<file path="src/core/pcst_pkg.sv">
// pcst_pkg: register map, field positions, reset values, timing counts and
// state types for the processor idle-state and stop-clock throttle control.
// assumes a single 10 MHz pclk domain and a 32-bit apb slave with byte addresses.
package pcst_pkg;

  // register byte addresses
  localparam logic [7:0] ADDR_CTRL   = 8'h00;
  localparam logic [7:0] ADDR_LEVEL2 = 8'h04;
  localparam logic [7:0] ADDR_LEVEL3 = 8'h08;
  localparam logic [7:0] ADDR_LEVEL4 = 8'h0C;
  localparam logic [7:0] ADDR_STATUS = 8'h10;

  // control register layout
  localparam int          CTRL_WIDTH             = 12;
  localparam int          CTRL_THROTTLE_DUTY_LSB = 0;
  localparam int          CTRL_THROTTLE_ENABLE   = 3;
  localparam int          CTRL_THERMAL_DUTY_LSB  = 4;
  localparam int          CTRL_BUS_MASTER_RELOAD = 8;
  localparam int          CTRL_DEEPEST_ON_LEVEL3 = 9;
  localparam int          CTRL_PENDING_BREAK_MUX = 10;
  localparam int          CTRL_SLEEP_ENABLE      = 11;
  localparam int          DUTY_WIDTH             = 3;
  localparam logic [11:0] CTRL_RESET             = 12'h000;

  // status register layout
  localparam int STAT_CSTATE_LSB = 0;
  localparam int STAT_THROTTLING = 3;
  localparam int STAT_THERMAL_OV = 4;
  localparam int STAT_THERMAL_IN = 5;

  // reported c-state codes
  localparam logic [2:0] CSTATE_C0 = 3'h0;
  localparam logic [2:0] CSTATE_C1 = 3'h1;
  localparam logic [2:0] CSTATE_C2 = 3'h2;
  localparam logic [2:0] CSTATE_C3 = 3'h3;
  localparam logic [2:0] CSTATE_C4 = 3'h4;

  // timing
  localparam int CLK_PERIOD_NS        = 100;
  localparam int CLK_HZ               = 10_000_000;
  localparam int PBE_MIN_WAIT_NS      = 180;
  localparam int PBE_MAX_WAIT_NS      = 240;
  localparam int PBE_HOLD_CYC         = (PBE_MIN_WAIT_NS + CLK_PERIOD_NS - 1) / CLK_PERIOD_NS;
  localparam int PBE_MAX_CYC          = PBE_MAX_WAIT_NS / CLK_PERIOD_NS;
  localparam int THERMAL_TIME_S       = 2;
  localparam int THERMAL_CYCLES       = THERMAL_TIME_S * CLK_HZ;
  localparam int THERMAL_CNT_WIDTH    = 25;
  localparam int THROTTLE_PERIOD_CLKS = 1024;
  localparam int THROTTLE_CNT_WIDTH   = $clog2(THROTTLE_PERIOD_CLKS);

  // idle sequencer states and idle targets
  typedef enum logic [2:0] {ST_C0, ST_GRANT, ST_SLEEP, ST_DEEP, ST_EXIT} pcst_state_t;
  typedef enum logic [1:0] {TGT_C2, TGT_C3, TGT_C4} pcst_target_t;

endpackage : pcst_pkg

</file>
<file path="src/core/pcst_ctrl.sv">
// pcst_ctrl: idle-state entry/exit sequencer and stop-clock throttle engine with apb registers.
// assumes break-event inputs and stop_grant come from logic on pclk; the two pins are async.
//
// What this block does
// - level-2 register read asserts stop-clock and enters C2.
// - level-3 read with deepest-on-level3 clear enters C3.
// - level-4 read, or level-3 read with deepest-on-level3 set, enters C4.
// - unmasked interrupt, NMI, SMI or init event returns C2/C3/C4 to C0.
// - bus master request breaks C3/C4, not C2, only with bus-master reload set.
// - stop-clock assertion latches float-error pin level for the error state machine.
// - after stop-grant, low pending-break pin with mux enabled forces C0.
// - float-error pin used as error again 180 ns after release, within 2 clocks.
// - pending-break wake sets no status bit.
// - manual throttling pulses stop-clock at throttle duty while throttle enable set.
// - thermal alarm over 2 s forces throttling at thermal duty until alarm ends.
// - thermal override duty wins over software throttle duty.
// - no throttling while in C2, C3 or C4.
// - sleep enable disables both software and thermal throttling.
// - level read during throttling enters matching C state until break.
// - throttling resumes after break; first assertion may lag one 1024-clock period.
// - stop-clock during C1 reports C2 after stop-grant, C1 after release.
// - processor sleep asserts before stop-processor-clock.
// - deep-idle status flags entering or just leaving C3/C4.
// - regulator low voltage asserted during C4.
//
// Design decisions made here: the APB interface to the registers and the register addresses.
`timescale 1ns/100ps
`default_nettype none

module pcst_ctrl #(
  parameter int unsigned THERMAL_OVERRIDE_CYCLES = pcst_pkg::THERMAL_CYCLES
) (
  // clock and reset
  input  wire logic        pclk,
  input  wire logic        presetn,
  // apb slave
  input  wire logic        psel,
  input  wire logic        penable,
  input  wire logic        pwrite,
  input  wire logic [7:0]  paddr,
  input  wire logic [31:0] pwdata,
  output logic      [31:0] prdata,
  output logic             pready,
  output logic             pslverr,
  // break events and processor status from on-chip logic
  input  wire logic        unmasked_irq,
  input  wire logic        nmi_event,
  input  wire logic        smi_event,
  input  wire logic        init_event,
  input  wire logic        bus_master_req,
  input  wire logic        stop_grant,
  input  wire logic        processor_in_c1,
  // asynchronous pins
  input  wire logic        float_error_pending_break_n,
  input  wire logic        thermal_alarm_n,
  // clock control outputs
  output logic             stop_clock_request_n,
  output logic             stop_processor_clock_n,
  output logic             processor_sleep_n,
  output logic             deeper_sleep_n,
  output logic             deep_idle_status_n,
  output logic             regulator_low_voltage,
  output logic             float_error_to_fsm_n
);

  // pin synchronisers: bit 0 float error, bit 1 thermal alarm
  logic [1:0] pin_raw;
  logic [1:0] pin_s1_ff;
  logic [1:0] pin_s2_ff;
  logic [1:0] pin_s3_ff;
  logic [1:0] pin_ff;
  assign pin_raw = {thermal_alarm_n, float_error_pending_break_n};

  // three flops, level accepted once stages two and three agree
  for (genvar gi = 0; gi < 2; gi++)
  begin : g_sync
    always_ff @(posedge pclk or negedge presetn)
    begin
      if (!presetn)
      begin
        pin_s1_ff[gi] <= 1'b1;
        pin_s2_ff[gi] <= 1'b1;
        pin_s3_ff[gi] <= 1'b1;
        pin_ff[gi]    <= 1'b1;
      end
      else
      begin
        pin_s1_ff[gi] <= pin_raw[gi];
        pin_s2_ff[gi] <= pin_s1_ff[gi];
        pin_s3_ff[gi] <= pin_s2_ff[gi];
        if (pin_s2_ff[gi] == pin_s3_ff[gi])
          pin_ff[gi] <= pin_s3_ff[gi];
      end
    end
  end

  logic float_error_pending_break_n_n;
  logic thermal_active;
  assign float_error_pending_break_n_n         = pin_ff[0];
  assign thermal_active = ~pin_ff[1];

  // state registers
  logic [31:0]                          prdata_ff, nxt_prdata;
  logic                                 pready_ff, nxt_pready;
  logic                                 pslverr_ff, nxt_pslverr;
  logic [pcst_pkg::CTRL_WIDTH-1:0]      ctrl_ff, nxt_ctrl;
  pcst_pkg::pcst_state_t                state_ff, nxt_state;
  pcst_pkg::pcst_target_t               target_ff, nxt_target;
  logic                                 grant_seen_ff, nxt_grant_seen;
  logic                                 stop_n_ff, nxt_stop_n;
  logic                                 cpu_stop_n_ff, nxt_cpu_stop_n;
  logic                                 sleep_n_ff, nxt_sleep_n;
  logic                                 deeper_n_ff, nxt_deeper_n;
  logic                                 idle_stat_n_ff, nxt_idle_stat_n;
  logic                                 reg_low_ff, nxt_reg_low;
  logic                                 float_error_pending_break_n_latch_ff, nxt_float_error_pending_break_n_latch;
  logic [1:0]                           hold_ff, nxt_hold;
  logic                                 use_pin_ff, nxt_use_pin;
  logic                                 float_error_pending_break_n_fsm_n_ff, nxt_float_error_pending_break_n_fsm_n;
  logic [pcst_pkg::THERMAL_CNT_WIDTH-1:0]  therm_cnt_ff, nxt_therm_cnt;
  logic                                    override_ff, nxt_override;
  logic [pcst_pkg::THROTTLE_CNT_WIDTH-1:0] period_ff, nxt_period;
  logic                                    thr_stop_ff, nxt_thr_stop;

  // control fields
  logic [pcst_pkg::DUTY_WIDTH-1:0] throttle_duty;
  logic [pcst_pkg::DUTY_WIDTH-1:0] thermal_override_duty;
  logic [pcst_pkg::DUTY_WIDTH-1:0] duty_sel;
  logic                            throttle_enable;
  logic                            bus_master_reload;
  logic                            deepest_on_level3_enable;
  logic                            pending_break_mux;
  logic                            sleep_enable;
  assign throttle_duty            = ctrl_ff[pcst_pkg::CTRL_THROTTLE_DUTY_LSB +: 3];
  assign thermal_override_duty    = ctrl_ff[pcst_pkg::CTRL_THERMAL_DUTY_LSB +: 3];
  assign throttle_enable          = ctrl_ff[pcst_pkg::CTRL_THROTTLE_ENABLE];
  assign bus_master_reload        = ctrl_ff[pcst_pkg::CTRL_BUS_MASTER_RELOAD];
  assign deepest_on_level3_enable = ctrl_ff[pcst_pkg::CTRL_DEEPEST_ON_LEVEL3];
  assign pending_break_mux        = ctrl_ff[pcst_pkg::CTRL_PENDING_BREAK_MUX];
  assign sleep_enable             = ctrl_ff[pcst_pkg::CTRL_SLEEP_ENABLE];

  // reported c-state, read back through status
  logic [2:0] cstate_code;
  always_comb
  begin
    cstate_code = pcst_pkg::CSTATE_C0;
    if (state_ff == pcst_pkg::ST_C0)
    begin
      if (processor_in_c1)
        cstate_code = (grant_seen_ff && !stop_n_ff) ? pcst_pkg::CSTATE_C2 : pcst_pkg::CSTATE_C1;
    end
    else if (target_ff == pcst_pkg::TGT_C2)
      cstate_code = pcst_pkg::CSTATE_C2;
    else if (target_ff == pcst_pkg::TGT_C3)
      cstate_code = pcst_pkg::CSTATE_C3;
    else
      cstate_code = pcst_pkg::CSTATE_C4;
  end

  // apb slave: one wait state, level registers are read-only triggers
  logic                   level_read;
  pcst_pkg::pcst_target_t level_target;
  logic                   access_done;
  always_comb
  begin
    access_done  = psel && penable && !pready_ff;
    nxt_pready   = access_done;
    nxt_pslverr  = 1'b0;
    nxt_prdata   = 32'h0000_0000;
    nxt_ctrl     = ctrl_ff;
    level_read   = 1'b0;
    level_target = pcst_pkg::TGT_C2;
    if (access_done)
    begin
      if (paddr == pcst_pkg::ADDR_CTRL)
      begin
        if (pwrite)
          nxt_ctrl = pwdata[pcst_pkg::CTRL_WIDTH-1:0];
        nxt_prdata[pcst_pkg::CTRL_WIDTH-1:0] = ctrl_ff;
      end
      else if (paddr == pcst_pkg::ADDR_LEVEL2)
      begin
        level_read = !pwrite;
      end
      else if (paddr == pcst_pkg::ADDR_LEVEL3)
      begin
        level_read   = !pwrite;
        level_target = deepest_on_level3_enable ? pcst_pkg::TGT_C4 : pcst_pkg::TGT_C3;
      end
      else if (paddr == pcst_pkg::ADDR_LEVEL4)
      begin
        level_read   = !pwrite;
        level_target = pcst_pkg::TGT_C4;
      end
      else if (paddr == pcst_pkg::ADDR_STATUS)
      begin
        nxt_prdata[pcst_pkg::STAT_CSTATE_LSB +: 3] = cstate_code;
        nxt_prdata[pcst_pkg::STAT_THROTTLING]      = thr_stop_ff;
        nxt_prdata[pcst_pkg::STAT_THERMAL_OV]      = override_ff;
        nxt_prdata[pcst_pkg::STAT_THERMAL_IN]      = thermal_active;
      end
      else
        nxt_pslverr = 1'b1;
    end
  end

  always_ff @(posedge pclk or negedge presetn)
  begin
    if (!presetn)
    begin
      pready_ff  <= 1'b0;
      pslverr_ff <= 1'b0;
      prdata_ff  <= 32'h0000_0000;
      ctrl_ff    <= pcst_pkg::CTRL_RESET;
    end
    else
    begin
      pready_ff  <= nxt_pready;
      pslverr_ff <= nxt_pslverr;
      prdata_ff  <= nxt_prdata;
      ctrl_ff    <= nxt_ctrl;
    end
  end

  // thermal override timer and throttle period counter
  logic throttle_req;
  always_comb
  begin
    // alarm must outlast the full window
    nxt_therm_cnt = '0;
    if (thermal_active)
      nxt_therm_cnt = (therm_cnt_ff == pcst_pkg::THERMAL_CNT_WIDTH'(THERMAL_OVERRIDE_CYCLES))
                      ? therm_cnt_ff : therm_cnt_ff + 1'b1;
    nxt_override = thermal_active &&
                   (therm_cnt_ff == pcst_pkg::THERMAL_CNT_WIDTH'(THERMAL_OVERRIDE_CYCLES));
    nxt_period = period_ff + 1'b1;
    throttle_req = !sleep_enable && (override_ff || throttle_enable);
    duty_sel = override_ff ? thermal_override_duty : throttle_duty;
    // duty in eighths, only from c0
    nxt_thr_stop = throttle_req && (state_ff == pcst_pkg::ST_C0) &&
                   (period_ff[pcst_pkg::THROTTLE_CNT_WIDTH-1 -: 3] < duty_sel);
  end

  always_ff @(posedge pclk or negedge presetn)
  begin
    if (!presetn)
    begin
      therm_cnt_ff <= '0;
      override_ff  <= 1'b0;
      period_ff    <= '0;
      thr_stop_ff  <= 1'b0;
    end
    else
    begin
      therm_cnt_ff <= nxt_therm_cnt;
      override_ff  <= nxt_override;
      period_ff    <= nxt_period;
      thr_stop_ff  <= nxt_thr_stop;
    end
  end

  // idle sequencer: stop-clock, grant, sleep, deep, exit
  logic break_evt;
  logic pbe_break;
  always_comb
  begin
    pbe_break = grant_seen_ff && pending_break_mux && !float_error_pending_break_n_n && !stop_n_ff;
    // wake sources, bus master ignored for c2
    break_evt = unmasked_irq || nmi_event || smi_event || init_event || pbe_break ||
                (bus_master_req && bus_master_reload && (target_ff != pcst_pkg::TGT_C2));
    nxt_state  = state_ff;
    nxt_target = target_ff;
    case (state_ff)
      pcst_pkg::ST_C0:
      begin
        if (level_read)
        begin
          nxt_state  = pcst_pkg::ST_GRANT;
          nxt_target = level_target;
        end
      end
      pcst_pkg::ST_GRANT:
      begin
        if (break_evt)
          nxt_state = pcst_pkg::ST_EXIT;
        else if (grant_seen_ff && (target_ff != pcst_pkg::TGT_C2))
          nxt_state = pcst_pkg::ST_SLEEP;
      end
      pcst_pkg::ST_SLEEP:
      begin
        nxt_state = break_evt ? pcst_pkg::ST_EXIT : pcst_pkg::ST_DEEP;
      end
      pcst_pkg::ST_DEEP:
      begin
        if (break_evt)
          nxt_state = pcst_pkg::ST_EXIT;
      end
      default:
      begin
        nxt_state = pcst_pkg::ST_C0;
      end
    endcase
    // a fresh throttle stop waits until the released pin has been looked at
    // otherwise a break straight into a throttle window would hide a real float error
    nxt_stop_n = !(((nxt_state != pcst_pkg::ST_C0) && (nxt_state != pcst_pkg::ST_EXIT)) ||
                   ((nxt_state == pcst_pkg::ST_C0) && thr_stop_ff && (use_pin_ff || !stop_n_ff)));
    // sleep held across deep and exit
    nxt_sleep_n    = !((nxt_state == pcst_pkg::ST_SLEEP) || (nxt_state == pcst_pkg::ST_DEEP) ||
                       (nxt_state == pcst_pkg::ST_EXIT));
    nxt_cpu_stop_n = !(nxt_state == pcst_pkg::ST_DEEP);
    nxt_deeper_n   = !(nxt_state == pcst_pkg::ST_DEEP);
    nxt_reg_low    = (nxt_state == pcst_pkg::ST_DEEP) && (nxt_target == pcst_pkg::TGT_C4);
    nxt_idle_stat_n = !((nxt_state != pcst_pkg::ST_C0) && (nxt_target != pcst_pkg::TGT_C2));
    // grant counted only while stop-clock held
    nxt_grant_seen = !stop_n_ff && nxt_stop_n == 1'b0 && (grant_seen_ff || stop_grant);
  end

  always_ff @(posedge pclk or negedge presetn)
  begin
    if (!presetn)
    begin
      state_ff       <= pcst_pkg::ST_C0;
      target_ff      <= pcst_pkg::TGT_C2;
      grant_seen_ff  <= 1'b0;
      stop_n_ff      <= 1'b1;
      cpu_stop_n_ff  <= 1'b1;
      sleep_n_ff     <= 1'b1;
      deeper_n_ff    <= 1'b1;
      idle_stat_n_ff <= 1'b1;
      reg_low_ff     <= 1'b0;
    end
    else
    begin
      state_ff       <= nxt_state;
      target_ff      <= nxt_target;
      grant_seen_ff  <= nxt_grant_seen;
      stop_n_ff      <= nxt_stop_n;
      cpu_stop_n_ff  <= nxt_cpu_stop_n;
      sleep_n_ff     <= nxt_sleep_n;
      deeper_n_ff    <= nxt_deeper_n;
      idle_stat_n_ff <= nxt_idle_stat_n;
      reg_low_ff     <= nxt_reg_low;
    end
  end

  // float-error view for the error state machine
  always_comb
  begin
    nxt_float_error_pending_break_n_latch = (stop_n_ff && !nxt_stop_n) ? float_error_pending_break_n_n : float_error_pending_break_n_latch_ff;
    if (!nxt_stop_n)
      nxt_hold = 2'(pcst_pkg::PBE_HOLD_CYC);
    else
      nxt_hold = (hold_ff != 2'h0) ? hold_ff - 2'h1 : 2'h0;
    nxt_use_pin    = nxt_stop_n && (hold_ff == 2'h0);
    nxt_float_error_pending_break_n_fsm_n = use_pin_ff ? float_error_pending_break_n_n : float_error_pending_break_n_latch_ff;
  end

  always_ff @(posedge pclk or negedge presetn)
  begin
    if (!presetn)
    begin
      float_error_pending_break_n_latch_ff <= 1'b1;
      hold_ff       <= 2'h0;
      use_pin_ff    <= 1'b1;
      float_error_pending_break_n_fsm_n_ff <= 1'b1;
    end
    else
    begin
      float_error_pending_break_n_latch_ff <= nxt_float_error_pending_break_n_latch;
      hold_ff       <= nxt_hold;
      use_pin_ff    <= nxt_use_pin;
      float_error_pending_break_n_fsm_n_ff <= nxt_float_error_pending_break_n_fsm_n;
    end
  end

  // outputs straight from flops
  assign prdata                 = prdata_ff;
  assign pready                 = pready_ff;
  assign pslverr                = pslverr_ff;
  assign stop_clock_request_n   = stop_n_ff;
  assign stop_processor_clock_n = cpu_stop_n_ff;
  assign processor_sleep_n      = sleep_n_ff;
  assign deeper_sleep_n         = deeper_n_ff;
  assign deep_idle_status_n     = idle_stat_n_ff;
  assign regulator_low_voltage  = reg_low_ff;
  assign float_error_to_fsm_n   = float_error_pending_break_n_fsm_n_ff;

  // checks on the sequencer and throttle
  property p_level2_enter;
    @(posedge pclk) disable iff (!presetn)
    (state_ff == pcst_pkg::ST_C0 && level_read && level_target == pcst_pkg::TGT_C2)
      |=> (!stop_clock_request_n && target_ff == pcst_pkg::TGT_C2);
  endproperty
  a_level2_enter: assert property (p_level2_enter) else $error("level2 read missed c2");

  property p_level3_target;
    @(posedge pclk) disable iff (!presetn)
    (state_ff == pcst_pkg::ST_C0 && access_done && !pwrite && paddr == pcst_pkg::ADDR_LEVEL3)
      |=> (target_ff == ($past(deepest_on_level3_enable) ? pcst_pkg::TGT_C4 : pcst_pkg::TGT_C3));
  endproperty
  a_level3_target: assert property (p_level3_target) else $error("level3 target wrong");

  property p_c2_no_bm_break;
    @(posedge pclk) disable iff (!presetn)
    (state_ff == pcst_pkg::ST_GRANT && target_ff == pcst_pkg::TGT_C2 && !unmasked_irq &&
     !nmi_event && !smi_event && !init_event && !pbe_break) |=> (state_ff == pcst_pkg::ST_GRANT);
  endproperty
  a_c2_no_bm_break: assert property (p_c2_no_bm_break) else $error("c2 left without break");

  property p_no_throttle_idle;
    @(posedge pclk) disable iff (!presetn)
    (state_ff != pcst_pkg::ST_C0) |=> !thr_stop_ff;
  endproperty
  a_no_throttle_idle: assert property (p_no_throttle_idle) else $error("throttle in idle");

  property p_latch_stable;
    @(posedge pclk) disable iff (!presetn)
    (!stop_n_ff && $past(!stop_n_ff)) |-> $stable(float_error_pending_break_n_latch_ff);
  endproperty
  a_latch_stable: assert property (p_latch_stable) else $error("float error latch moved");

  property p_pin_wait;
    @(posedge pclk) disable iff (!presetn)
    ($rose(stop_n_ff)) |-> (!use_pin_ff ##1 !use_pin_ff ##1 use_pin_ff);
  endproperty
  a_pin_wait: assert property (p_pin_wait) else $error("float error hold wrong");

  property p_sleep_first;
    @(posedge pclk) disable iff (!presetn)
    $fell(cpu_stop_n_ff) |-> (!sleep_n_ff && $past(!sleep_n_ff));
  endproperty
  a_sleep_first: assert property (p_sleep_first) else $error("sleep not before cpu stop");

  property p_reg_low_c4;
    @(posedge pclk) disable iff (!presetn)
    reg_low_ff |-> (target_ff == pcst_pkg::TGT_C4 && state_ff == pcst_pkg::ST_DEEP);
  endproperty
  a_reg_low_c4: assert property (p_reg_low_c4) else $error("low voltage outside c4");

  property p_sleep_stops_throttle;
    @(posedge pclk) disable iff (!presetn)
    (sleep_enable && $past(sleep_enable)) |=> !thr_stop_ff;
  endproperty
  a_sleep_stops_throttle: assert property (p_sleep_stops_throttle) else $error("throttle in sleep");

endmodule : pcst_ctrl

`default_nettype wire

</file>
<file path="config.mk">
export PLATFORM = sky130hd
export DESIGN_NAME = pcst_ctrl
export DESIGN_NICKNAME = d
export VERILOG_FILES = /design/src/core/pcst_pkg.sv /design/src/core/pcst_ctrl.sv
export SDC_FILE = /design/constraint.sdc
export NUM_CORES = 1
export LEC_CHECK = 0
export ABC_CLOCK_PERIOD_IN_PS = 3800
export BUFFER_PORTS_ARGS = -buffer_cell sky130_fd_sc_hd__buf_2
export CAP_MARGIN = 10
export CELL_PAD_IN_SITES_DETAIL_PLACEMENT = 1
export CELL_PAD_IN_SITES_GLOBAL_PLACEMENT = 2
export CORE_AREA = 2 2 104 116
export CTS_BUF_LIST = sky130_fd_sc_hd__clkbuf_8
export CTS_CLUSTER_SIZE = 10
export DETAILED_ROUTE_END_ITERATION = 8
export DIE_AREA = 0 0 106 118
export GPL_TIMING_DRIVEN = 0
export PLACE_DENSITY = 0.91
export SYNTH_ARGS = -nofsm -noshare
export SYNTH_HDL_FRONTEND = slang
export SYNTH_SLANG_ARGS = --single-unit
export TNS_END_PERCENT = 50
</file>
<file path="constraint.sdc">
create_clock -name pclk -period 3.8 [get_ports pclk]
set_clock_uncertainty 0.05 [all_clocks]
set_input_delay 0.19 -clock pclk [delete_from_list [all_inputs] [get_ports pclk]]
set_output_delay 0.19 -clock pclk [all_outputs]
set_load 0.1 [all_outputs]
</file>
## Word level (Yosys, flattened, before mapping)

Index checks and enable logic that the tools add are counted.

| cells by class | value |
|---|---|
| add/subtract/negate cells | 3 |
| magnitude comparators | 1 |
| equality and inequality tests | 17 |
| multiplexer cells | 43 |
| bitwise operators | 1 |
| reductions and logical operators | 52 |

Operator list:

| operator | count |
|---|---|
| $mux 25 | 2 |
| $mux 6 | 6 |
| $mux 3 | 9 |
| $add 25x1->25 const B | 1 |
| $eq 25x25->1 const B | 1 |
| $mux 2 | 12 |
| $logic_and 1x1->1 | 22 |
| $eq 8x4->1 const B | 2 |
| $eq 3x2->1 const B | 4 |
| $mux 1 | 12 |
| $mux 12 | 1 |
| $pmux 3 s4 | 1 |
| $logic_or 1x1->1 | 11 |
| $add 10x1->10 const B | 1 |
| $logic_not 1->1 | 9 |
| $eq 8x3->1 const B | 1 |
| $eq 8x5->1 const B | 1 |
| $logic_not 8->1 | 1 |
| $logic_not 3->1 | 2 |
| $reduce_bool 2->1 | 3 |
| $logic_not 2->1 | 2 |
| $eq 3x1->1 const B | 1 |
| $eq 3x3->1 const B | 1 |
| $lt 3x3->1 | 1 |
| 9 further kinds | 10 |

| word-level totals | value |
|---|---|
| register bits | 87 |
| input bits | 54 |
| output and inout bits | 41 |
| word-level logic and storage cells | 145 |

## Depth between registers and ports, before layout

Gate-level depths: netlist of the first run.

| depth | value |
|---|---|
| depth after elaboration | 14 |
| depth in mapped cells | 6 |
| depth with buffers taken out | 6 |

## Worst setup path before layout of the first run

Ideal clock, no wire load.

| timing path | value |
|---|---|
| path type | register -> register |
| start point | reg pready_ff, in the netlist pready |
| end point | reg ctrl_ff[0] (netlist name) |
| setup time | 0.125 ns |
| arrival | 2.184 ns |
| required time | 3.625 ns |
| slack | 1.441 ns |
| cell stages (with the launch flop) | 6 |
| buffers on the path | 1 |
| clock period less this slack | 2.359 ns |
| path through | dfrtp_1 -> nand3b_1 -> nor4_4 -> nand2_2 -> buf_6 -> mux2_4 |

| on the way | value |
|---|---|
| longest elaborated chain between the ends | 3 |

RTL lines:

| what | line | text |
|---|---|---|
| from (decl) | pcst_ctrl.sv:104 | `logic pready_ff, nxt_pready;` |
| from (signal assigned) | pcst_ctrl.sv:218 | `pready_ff <= nxt_pready;` |
| $logic_not 1->1 | pcst_ctrl.sv:166 | `access_done = psel && penable && !pready_ff;` |
| $logic_and 1x1->1 | pcst_ctrl.sv:166 |  |
| $reduce_and 3->1 (no source line) | - |  |
| to (signal assigned) | pcst_ctrl.sv:214 | `ctrl_ff <= pcst_pkg::CTRL_RESET;` |
| to (signal assigned) | pcst_ctrl.sv:221 | `ctrl_ff <= nxt_ctrl;` |
| to (decl) | pcst_ctrl.sv:106 | `logic [pcst_pkg::CTRL_WIDTH-1:0] ctrl_ff, nxt_ctrl;` |

Every way passes these cells.
A chain may end at the register's enable or synchronous reset.

## Final worst setup path of the first run

| timing path | value |
|---|---|
| start point | reg pready_ff, in the netlist pready |
| end point | reg ctrl_ff[4] (netlist name) |

The elaborated chain is that of the path after synthesis.

==> results.md, run 1 <==
- Pre-CTS WS: 1.587 ns
- Initial Utilization: between 30% and 40%
- I/O pins: 95
- Detailed router's first-iteration violation count: around 100
- Nets: 534
- Vias in the first global route: 3,413
- Gr ovfl total: 0
- # diodes: 0
- PD cells: 379.7 nW/µm²
- Avg Inst Size Synth: 11.03 µm²
- Sequential area share after synthesis: 52.51%
- CP startpoint kind: flop
- First-pass GRT wire length: about 17,000 µm
- Total Wirelength: approximately 9600 µm
- Routed len/inst: 15.31 µm
- Post-CTS setup buffers: 0
- Core Box Area: 11,340 µm²
- IO buf count: 54
- Gpl congestion: 0.8393
- Slew margin rel.: about 56%
- CTS tree: built
- Fin crit share: 58.40%
- Vias per cell: 4.981
- Leak: 2.379 nW
- Worst EP required: approximately 4 ns
- DRC: 0
- CTS Sinks: 87
- Final worst slack: 1.581 ns
- Final cell utilization of the core: 44.75%
- Routed via count: 3,138
- Fmax: between 400 and 500 MHz
- Synth top area cells: dfrtp_1, dfstp_2, buf_4
- Cells after Synth: about 380
- Setup Total Neg Slack: 0 ns
- H-tree lvl count: 3
- Worst VDD drop: 198.3 µV
- Detail Route Antenna Nets: 0
- Share of cells above drive strength 1: 29.58%
- Clock root cell: clkbuf_8
- Measured slew at the worst slew-check pin: 0.6558 ns
- Max Cap Viol: 0
- Outcome: finished clean
- Asr flop ratio synth: 100.0%
- Num CTS Buffers: 9
- Area Growth Syn to Fin: 21.33%
- Multi-input gate area: roughly 1800 µm²
- Die X: around 110 µm
- Synth area leader: dfrtp_1
- Hold Fails Final Rpt: 0
- Max Fanout on Critical Path: 10
- Flip-flop and latch area: 2196 µm²
- Total power: 0.001926 W
- Largest net degree at the start of global routing: 65
- Worst-path clk slew: 0.08 ns
- Total track usage: 16.75%
- Worst min-delay path category: in2reg
- Most used DFF post-synth: dfrtp_1
- RSZ-0062 raised after global routing: no
- DIE HEIGHT: 118 µm
- Worst Path Arrival: 2.42 ns
- HPWL after detailed placement: 7048 µm
- Critical path class: reg2reg
- Endpoints failing setup: 0
- Row count: 41
- EDFF count, synth: 0
- Antenna violations before repair: 0
- Yosys top cell area share: ~43%
- Die area: 12,510 µm²
- Distinct cells, synth: 59
- Post-Syn Area: around 4200 µm²
- Count of pins over their slew limit: 0
- Bufs on Longest Clock Path: 2
- Post-route minimum period: 2.219 ns
- Register bit total from synthesis: 87
- CP Capture Type: flop
- Latest clock arrival within the worst-skew pair: ~0.37 ns
- Syn. warnings: 0
- Drt pass-1 iters: 4
- Fillers: 1,248
-- cells by family (layout without fill, tap and decap cells) --
logic type                 after synthesis  count (layout)  share of synthesized area [%]
xor gates and xnor gates                17              17                          3.561
buffers and inverters                   40             122                          5.775
muxes                                   20              20                          6.194
and+or+nand+nor                        155             155                          21.57
other                                    1              20                        0.08968
adders and majority gates                7               7                          1.975
DFF                                     87              87                          52.51
AOI/OAI and AO/OA                       52              52                          8.319
-- cells in the mapped netlist, types with 7 or more instances --
| cell type | count |
|---|---|
| a21oi_1 | 13 |
| dfrtp_1 | 72 |
| xor2_1 | 8 |
| nor3_1 | 10 |
| nor2_1 | 32 |
| nand2_1 | 23 |
| inv_1 | 10 |
| and2_1 | 10 |
| dfstp_2 | 15 |
| xnor2_1 | 9 |
| nand3_1 | 16 |
| mux2_2 | 7 |
| buf_4 | 21 |
| nand4_1 | 9 |
| mux2_4 | 10 |
| o21ai_0 | 13 |
-- metrics by stage --
stage / cell area [µm²] / instances / hold slack [ns]
6_report: 5074 / 630 / 0.01963
5_1_grt: 5074 / 630 / 0.006440
4_1_cts: 5074 / 630 / 0.0003336
3_5_place_dp: 4741 / 603 / 0.07062
3_3_place_gp: 4711 / 602 / 0.2472
2_1_floorplan: 4253 / 398 / -0.1556
-- final timing paths --
| check | to | slack (ns) | depth (start not counted) | from |
|---|---|---|---|---|
| max | ctrl_ff[4] | 1.58 | 5 | pready |
| min | ctrl_ff[3] | 0.02 | 2 | pwdata[3] |
| max reg2reg | ctrl_ff[4] | 1.58 | 5 | pready |
| min reg2reg | pin_s3_ff[1] | 0.31 | 0 | pin_s2_ff[1] |
| max in group asynchronous | pin_s2_ff[1] | 2.80 | 3 | presetn |
| min in group asynchronous | grant_seen_ff | 0.24 | 2 | presetn |
-- worst max-delay path: stages, from the launching register on --
cell	delay, ns
dfrtp_1	0.37
nand3b_1	0.44
nor4_4	0.61
nand2_2	0.15
buf_6	0.19
mux2_4	0.30
-- state kept, by name, summed over array words and instances, names as in the netlist, 2 cells and up --
signal	flops
pin_s3_ff	2
target_ff	2
therm_cnt_ff	25
prdata	12
period_ff	10
pin_s2_ff	2
pin_s1_ff	2
hold_ff	2
ctrl_ff	12
state_ff	3
-- repair_timing --
item,in CTS,in global routing
resized for setup,0,0
endpoints found under the hold margin,33,0
hold buffers,11,0
-- power breakdown --
group	switching (W)	total, W	internal, W
Clock	0.000344	0.000731	0.000387
Sequential	0.0000158	0.000963	0.000947
Combinational	0.000170	0.000233	0.0000624
Total	0.000530	0.00193	0.00140
-- cell type report --
| class | count | area share (%) |
|---|---|---|
| flip-flops and latches | 87 | 43.28 |
| multi-input cells | 271 | 35.78 |
| well taps | 150 | 3.699 |
| clock inverters | 6 | 1.677 |
| plain buffers | 29 | 3.896 |
| repair buffers | 66 | 8.089 |
| inverters | 11 | 0.8631 |
| clock buffers | 10 | 2.713 |
-- routing by layer --
layer | track usage (%) | share of wire (%) | up-vias
li1 | - | - | 1503
met1 | 20.28 | 43 | 1566
met2 | 28.79 | 51 | 54
met3 | 3.101 | 3.5 | 15
met4 | 7.566 | 2.6 | 0
met5 | 0 | 0 | -
-- placed cells by master, fill, tap and decap left out, drive strengths merged, types with 6 or more instances in the layout --
cell type / netlist / layout
a21oi: 13 / 13
and2: 10 / 10
and4: 6 / 6
buf: 25 / 80
clkbuf: 4 / 14
conb: 1 / 20
dfrtp: 72 / 72
dfstp: 15 / 15
dlygate4sd3: 0 / 11
inv: 11 / 13
mux2: 17 / 17
nand2: 24 / 24
nand3: 17 / 17
nand4: 9 / 9
nor2: 32 / 32
nor3: 11 / 11
o21ai: 13 / 13
or4: 9 / 9
xnor2: 9 / 9
xor2: 8 / 8
Power figures use the tool's default switching activity.
==> inputs of run 2 (changes only) <==
- ABC_CLOCK_PERIOD_IN_PS: 3800 -> 1950
- CORE_AREA: 2 2 104 116 -> 2 2 112 125
- DIE_AREA: 0 0 106 118 -> 0 0 114 127
- PLACE_DENSITY: 0.91 -> 0.83
- clock period: 3.8 -> 1.95 ns (I/O delays scaled with it)
==> run 2 against run 1 <==
  * The run now ends with negative setup slack left
  * Maximum frequency up 13%
  * Core utilization is 4.3 points lower
  * Combinational power up 110%
  * Critical path depth is 1 lower
  * Sequential share of layout area down 1.7 points
  * Power rose by 91%
  * Largest cell class unchanged
  * Critical endpoint is now therm_cnt_ff[2]
  * Die area increased by 16%
==> results.md, run 2 (synthesis results as in run 1) <==
- Max Cap Viol: 0 (unchanged)
- Bufs on Longest Clock Path: 2 (unchanged)
- WHS Endpoint: target_ff[0]
- RSZ-0062 raised after global routing: yes
- # diodes: 0 (unchanged)
- Gr ovfl total: 0 (unchanged)
- Count of pins over their slew limit: 0 (unchanged)
- Leak: 2.455 nW (+3.2%)
- Max Fanout on Critical Path: 4 (-6)
- Share of cells above drive strength 1: 33.20% (+3.6 points)
- Leading cell type in the layout, fill and taps excluded: dfrtp_1
- Total power: 0.003682 W (+91%)
- Commonest cells after routing, fill and taps aside: dfrtp_1, buf_2, buf_4, nor2_1, nand2_1
- Die area: 14,480 µm² (+16%)
- Routed len/inst: 15.62 µm (+2.0%)
- Worst hold start: paddr[2]
- Flop pwr share: 51.1% (+1.1 points)
- Outcome: finished with violations
- Pint: 0.002679 W (+92%)
- Detail Route Antenna Nets: 0 (unchanged)
- Clock root cell: clkbuf_8
- CP Capture Type: flop
- R2R Setup Slk: -0.01 ns (-1.59 ns)
- Latest clock arrival within the worst-skew pair: 0.36 ns (about the same)
- Worst EP required: 2.15 ns (-1.85 ns)
- Placed Cells: 614 (+1.8%)
- CTS Sinks: 87 (unchanged)
- Hold Fails Final Rpt: 0 (unchanged)
- Final Cell Area: 5304 µm² (+4.5%)
- H-tree lvl count: 3 (unchanged)
- Antenna violations before repair: 0 (unchanged)
- Gpl congestion: 0.7619 (-9.2%)
- Buf/Inv on CP: 0 (-1)
- I/O pins: 95 (unchanged)
- Total Wirelength: 10,280 µm (+6.6%)
- First-pass GRT wire length: 17,030 µm (+2.1%)
- CTS tree: built
- Fin crit share: 100.6% (+42 points)
- Crit-path leading delay family: simple AND/OR/NAND/NOR gates
- Drt pass-1 iters: 4 (unchanged)
- Final cell count without fillers: 658 (+4.4%)
- CP peak stage delay: 0.53 ns (-0.08 ns)
- Core Box Area: 13,100 µm² (+16%)
- Slew margin rel.: 57.29% (+1.3 points)
- Endpoints failing setup: 1 (+1)
- Comb pwr share: 13.2% (+1.1 points)
- Total track usage: 14.82% (-1.9 points)
- Origin of the critical flop-to-flop path: therm_cnt_ff[18]
- Num CTS Buffers: 9 (unchanged)
- Worst min-delay path category: in2reg
- Worst Path Arrival: 2.16 ns (-0.26 ns)
- Sw Share: 27.23% (-0.28 points)
- Initial Utilization: 31.91% (-5.0 points)
- DIE HEIGHT: 127 µm (+7.6%)
- Detailed router's first-iteration violation count: 84 (-19%)
- Worst VDD drop: 379.6 µV (+91%)
- Capturing point of the worst reg2reg path: therm_cnt_ff[2]
- CP Depth: 4 (-1)
- Critical path class: reg2reg
- Nets: 551 (+3.2%)
- Slowest CP cell: or4_4
- PD cells: 694.2 nW/µm² (+83%)
- Worst hold stages: 4 (+2)
- Pre-CTS WS: -0.3042 ns (-1.891 ns)
- Clock network power share: 35.8% (-2.2 points)
- Worst R2R Path Depth: 4 (-1)
- Crit path cell chain: or4_4, or3_4, o21ai_2, mux2_2
- Area Growth Syn to Fin: 26.84%
- Measured slew at the worst slew-check pin: 0.6358 ns (-0.02000 ns)
- Largest register by flop count: therm_cnt_ff
- Row count: 44 (+7.3%)
- Failing checks: negative setup slack
- Largest net degree at the start of global routing: 68 (+4.6%)
- P_sw: 0.001003 W (+89%)
- Post-route minimum period: 1.962 ns (-0.2576 ns)
- CP startpoint kind: flop
- Vias in the first global route: 3,423 (+0.29%)
- Worst-path clk slew: 0.08 ns (about the same)
- Final worst slack: -0.01179 ns (-1.592 ns)
- Fmax: 509.7 MHz (+13%)
- Routed via count: 3,165 (+0.86%)
- Max reg flops: 25 (unchanged)
- Vias per cell: 4.810 (-3.4%)
- Die X: 114 µm (+7.5%)
- IO buf count: 54 (unchanged)
- DRC: 0 (unchanged)
- Dpl cell area: 4762 µm² (+0.45%)
- Fillers: 1,492 (+20%)
- HPWL after detailed placement: 7358 µm (+4.4%)
## run 2: cell types whose count changed in the layout (fill, tap and decap cells not counted), sizes merged
cell         change
buf             +11
bufinv           -1
clkbuf           +2
clkinv           -1
dlygate4sd3      +6
## run 2: worst min-delay path: cells and delay by family
kind / cells / cell delay (ns)
buffers and inverters: 1 / 0.11
and+or+nand+nor: 3 / 0.18
## run 2: worst max-delay path by stage
stage,from,to,slack (ns)
floorplan,pready,ctrl_ff[0],-0.05
global placement,presetn,pready,-0.33
detailed placement,pready,ctrl_ff[9],-0.30
CTS,therm_cnt_ff[18],therm_cnt_ff[2],-0.02
global route,therm_cnt_ff[18],therm_cnt_ff[2],-0.07
finish,therm_cnt_ff[18],therm_cnt_ff[2],-0.01
## run 2: timing repair
| action | CTS | global route |
|---|---|---|
| hold buffers | 17 | 0 |
| setup endpoints to repair | 25 | 25 |
| pin swaps | 3 | 6 |
| gates resized for setup | 6 | 12 |
| setup buffers | 5 | 6 |
| endpoints found under the hold margin | 99 | 0 |
## run 2: cell type report
type / count / area (µm²) / area share, %
Sequential cell: 87 / 2205 / 41.57
Clock buffer: 12 / 165.2 / 3.114
Tap cell: 161 / 201.4 / 3.798
Clock inverter: 4 / 45.04 / 0.8493
Timing Repair Buffer: 83 / 553.0 / 10.43
Multi-Input combinational cell: 271 / 1887 / 35.57
Inverter: 11 / 43.79 / 0.8257
Buffer: 29 / 203.9 / 3.845
## run 2: metal layers
metal / track usage (%) / wire [µm]
met5: 0 / 0
met4: 5.022 / 142
met1: 18.18 / 4523
met3: 3.226 / 356
met2: 25.77 / 5258
## run 2: metrics by stage
step	setup TNS, ns	hold WS (ns)	util [%]
final	-0.01179	0.02370	40.48
after global routing	-0.6822	0.06178	40.48
after CTS	-0.05100	0.006522	39.73
after detailed placement	-4.446	-0.03972	36.34
after global placement	-7.043	0.1520	36.12
after floorplan	-0.5493	-0.2481	-
## run 2: power groups by stage
| stage | Sequential (W) | Clock [W] | Combinational (W) |
|---|---|---|---|
| 3_3_place_gp | 0.00191 | 0 | 0.000427 |
| 3_5_place_dp | 0.00191 | 0 | 0.000440 |
| 4_1_cts | 0.00188 | 0.00137 | 0.000470 |
| 5_1_grt | 0.00189 | 0.00143 | 0.000519 |
| 6_report | 0.00188 | 0.00132 | 0.000485 |
| 2_1_floorplan | 0.00194 | 0 | 0.000289 |
==> inputs of run 3 (changes only) <==
- ABC_CLOCK_PERIOD_IN_PS: 1950 -> 2200
- CORE_AREA: 2 2 112 125 -> 2 2 106 119
- DIE_AREA: 0 0 114 127 -> 0 0 108 121
- PLACE_DENSITY: 0.83 -> 0.87
- clock period: 1.95 -> 2.2 ns (I/O delays scaled with it)
==> run 3 against run 2 <==
  * The flow now finishes without violations
  * Sequential share of layout area rose by 0.90 points
  * Setup slack improved by 0.12 ns
  * Sequential power fell by 12%
  * Final cell count fell by 2.6%
  * Critical endpoint is now ctrl_ff[2]
==> results.md, run 3 (synthesis results as in run 1) <==
- HPWL after detailed placement: 7265 µm (-1.3%)
- Detailed router's first-iteration violation count: 128 (+52%)
- Largest register by flop count: therm_cnt_ff
- Gr ovfl total: 0 (unchanged)
- Post-route minimum period: 2.092 ns (+0.1306 ns)
- Hold slack: 0.04488 ns (+0.02118 ns)
- Core Box Area: 11,820 µm² (-9.8%)
- Num CTS Buffers: 9 (unchanged)
- CTS tree: built
- Sw Share: 27.79% (+0.56 points)
- First-pass GRT wire length: 17,390 µm (+2.1%)
- Leak: 2.414 nW (-1.7%)
- CTS Sinks: 87 (unchanged)
- IO buf count: 54 (unchanged)
- Nets: 541 (-1.8%)
- Endpoints failing setup: 0 (-1)
- Total Wirelength: 9994 µm (-2.8%)
- Vias per cell: 4.955 (+3.0%)
- Die X: 108 µm (-5.3%)
- Vias in the first global route: 3,512 (+2.6%)
- Outcome: finished clean
- Share of cells above drive strength 1: 29.98% (-3.2 points)
- Clock network power share: 38.6% (+2.8 points)
- Fillers: 1,320 (-12%)
- Bufs on Longest Clock Path: 2 (unchanged)
- Count of pins over their slew limit: 0 (unchanged)
- Max reg flops: 25 (unchanged)
- Slew margin rel.: 54.81% (-2.5 points)
- Routed met3 length: 324 µm (-9.0%)
- H-tree lvl count: 3 (unchanged)
- Leading cell type in the layout, fill and taps excluded: dfrtp_1
- P_sw: 0.0009390 W (-6.3%)
- Total track usage: 17.00% (+2.2 points)
- Final cell count without fillers: 641 (-2.6%)
- Largest net degree at the start of global routing: 69 (+1.5%)
- Initial Utilization: 35.37% (+3.5 points)
- Fmax: 477.9 MHz (-6.2%)
- PD cells: 653.0 nW/µm² (-5.9%)
- Commonest cells after routing, fill and taps aside: dfrtp_1, buf_2, nor2_1, nand2_1, buf_4
- Worst min-delay path category: in2reg
- Detail Route Antenna Nets: 0 (unchanged)
- Clock root cell: clkbuf_8
- Pint: 0.002440 W (-8.9%)
- Latest clock arrival within the worst-skew pair: 0.37 ns (about the same)
- # diodes: 0 (unchanged)
- RSZ-0062 raised after global routing: yes
- DIE HEIGHT: 121 µm (-4.7%)
- Routed met1 length: 4165 µm (-7.9%)
- Worst Path Arrival: 2.30 ns (+0.14 ns)
- Hold Fails Final Rpt: 0 (unchanged)
- Routed via count: 3,176 (+0.35%)
- Fin crit share: 95.11% (-5.5 points)
- Max Cap Viol: 0 (unchanged)
- Final cell utilization of the core: 43.76% (+3.3 points)
- Total power: 0.003379 W (-8.2%)
- Met2 wire length: 5385 µm (+2.4%)
- CP Capture Type: flop
- Antenna violations before repair: 0 (unchanged)
- Max Fanout on Critical Path: 10 (+6)
- Flop pwr share: 49.2% (-1.9 points)
- CP startpoint kind: flop
- Max Used Layer: met4
- Comb pwr share: 12.2% (-1.0 points)
- Measured slew at the worst slew-check pin: 0.6726 ns (+0.03685 ns)
- Row count: 42 (-4.5%)
- Die area: 13,070 µm² (-9.7%)
- Routed len/inst: 15.59 µm (-0.20%)
- Worst VDD drop: 571.4 µV (+51%)
- Placed Cells: 607 (-1.1%)
- Drt pass-1 iters: 4 (unchanged)
- Worst EP required: 2.41 ns (+0.26 ns)
- Area Growth Syn to Fin: 23.73%
- Setup Total Neg Slack: 0 ns (+0.01179 ns)
- DRC: 0 (unchanged)
- I/O pins: 95 (unchanged)
- Worst-path clk slew: 0.09 ns (about the same)
- Gpl congestion: 0.8271 (+8.6%)
- Critical path class: reg2reg
## run 3: power groups by stage
stage,combinational (W),sequential (W),clock (W)
floorplan,0.000256,0.00172,0
global placement,0.000376,0.00169,0
detailed placement,0.000390,0.00169,0
CTS,0.000413,0.00166,0.00133
global route,0.000444,0.00167,0.00140
finish,0.000412,0.00166,0.00130
## run 3: worst paths after layout
| kind | start | cells after the start | slack (ns) | to |
|---|---|---|---|---|
| worst min register to register | pin_s1_ff[1] | 0 | 0.31 | pin_s2_ff[1] |
| max in group asynchronous | presetn | 3 | 1.32 | pin_s2_ff[1] |
| min in group asynchronous | presetn | 2 | 0.12 | prdata[8] |
| worst min-delay path | paddr[2] | 4 | 0.04 | target_ff[0] |
| worst max register to register | pready | 6 | 0.11 | ctrl_ff[2] |
| worst max-delay path | pready | 6 | 0.11 | ctrl_ff[2] |
## run 3: layout make-up
class / instances / area [µm²] / share of cell area, %
Tap cell: 154 / 192.7 / 3.724
Multi-Input combinational cell: 271 / 1829 / 35.36
Sequential cell: 87 / 2197 / 42.47
Buffer: 29 / 197.7 / 3.821
Clock buffer: 10 / 137.6 / 2.660
Clock inverter: 6 / 97.59 / 1.886
Inverter: 11 / 43.79 / 0.8464
Timing Repair Buffer: 73 / 478.0 / 9.238
## run 3: repair_timing
action | 4_1_cts | 5_1_grt
buffers inserted | 0 | 1
gates resized for setup | 0 | 2
hold buffers | 17 | 0
hold endpoints to repair | 96 | 0
pin swaps | 1 | 2
setup endpoints to repair | 10 | 14
## run 3: per-stage QoR
step | area (µm²) | setup WS, ns
after floorplan | 4254 | 0.04412
after global placement | 4717 | -0.06647
after detailed placement | 4747 | -0.07896
after CTS | 5152 | 0.01379
after global routing | 5174 | -0.02143
final | 5174 | 0.1076
## run 3: critical path, stage by stage, from the launching register on
cell      delay, ns
dfrtp_2        0.40
nand3b_1       0.44
nor4_4         0.32
buf_4          0.20
nand2_2        0.10
buf_6          0.17
mux2_4         0.30
## run 3: per-layer routing
layer / vias to the layer above / global-route usage, %
li1: 1511 / -
met1: 1606 / 20.55
met2: 49 / 30.23
met3: 10 / 3.437
met4: 0 / 5.288
met5: - / 0
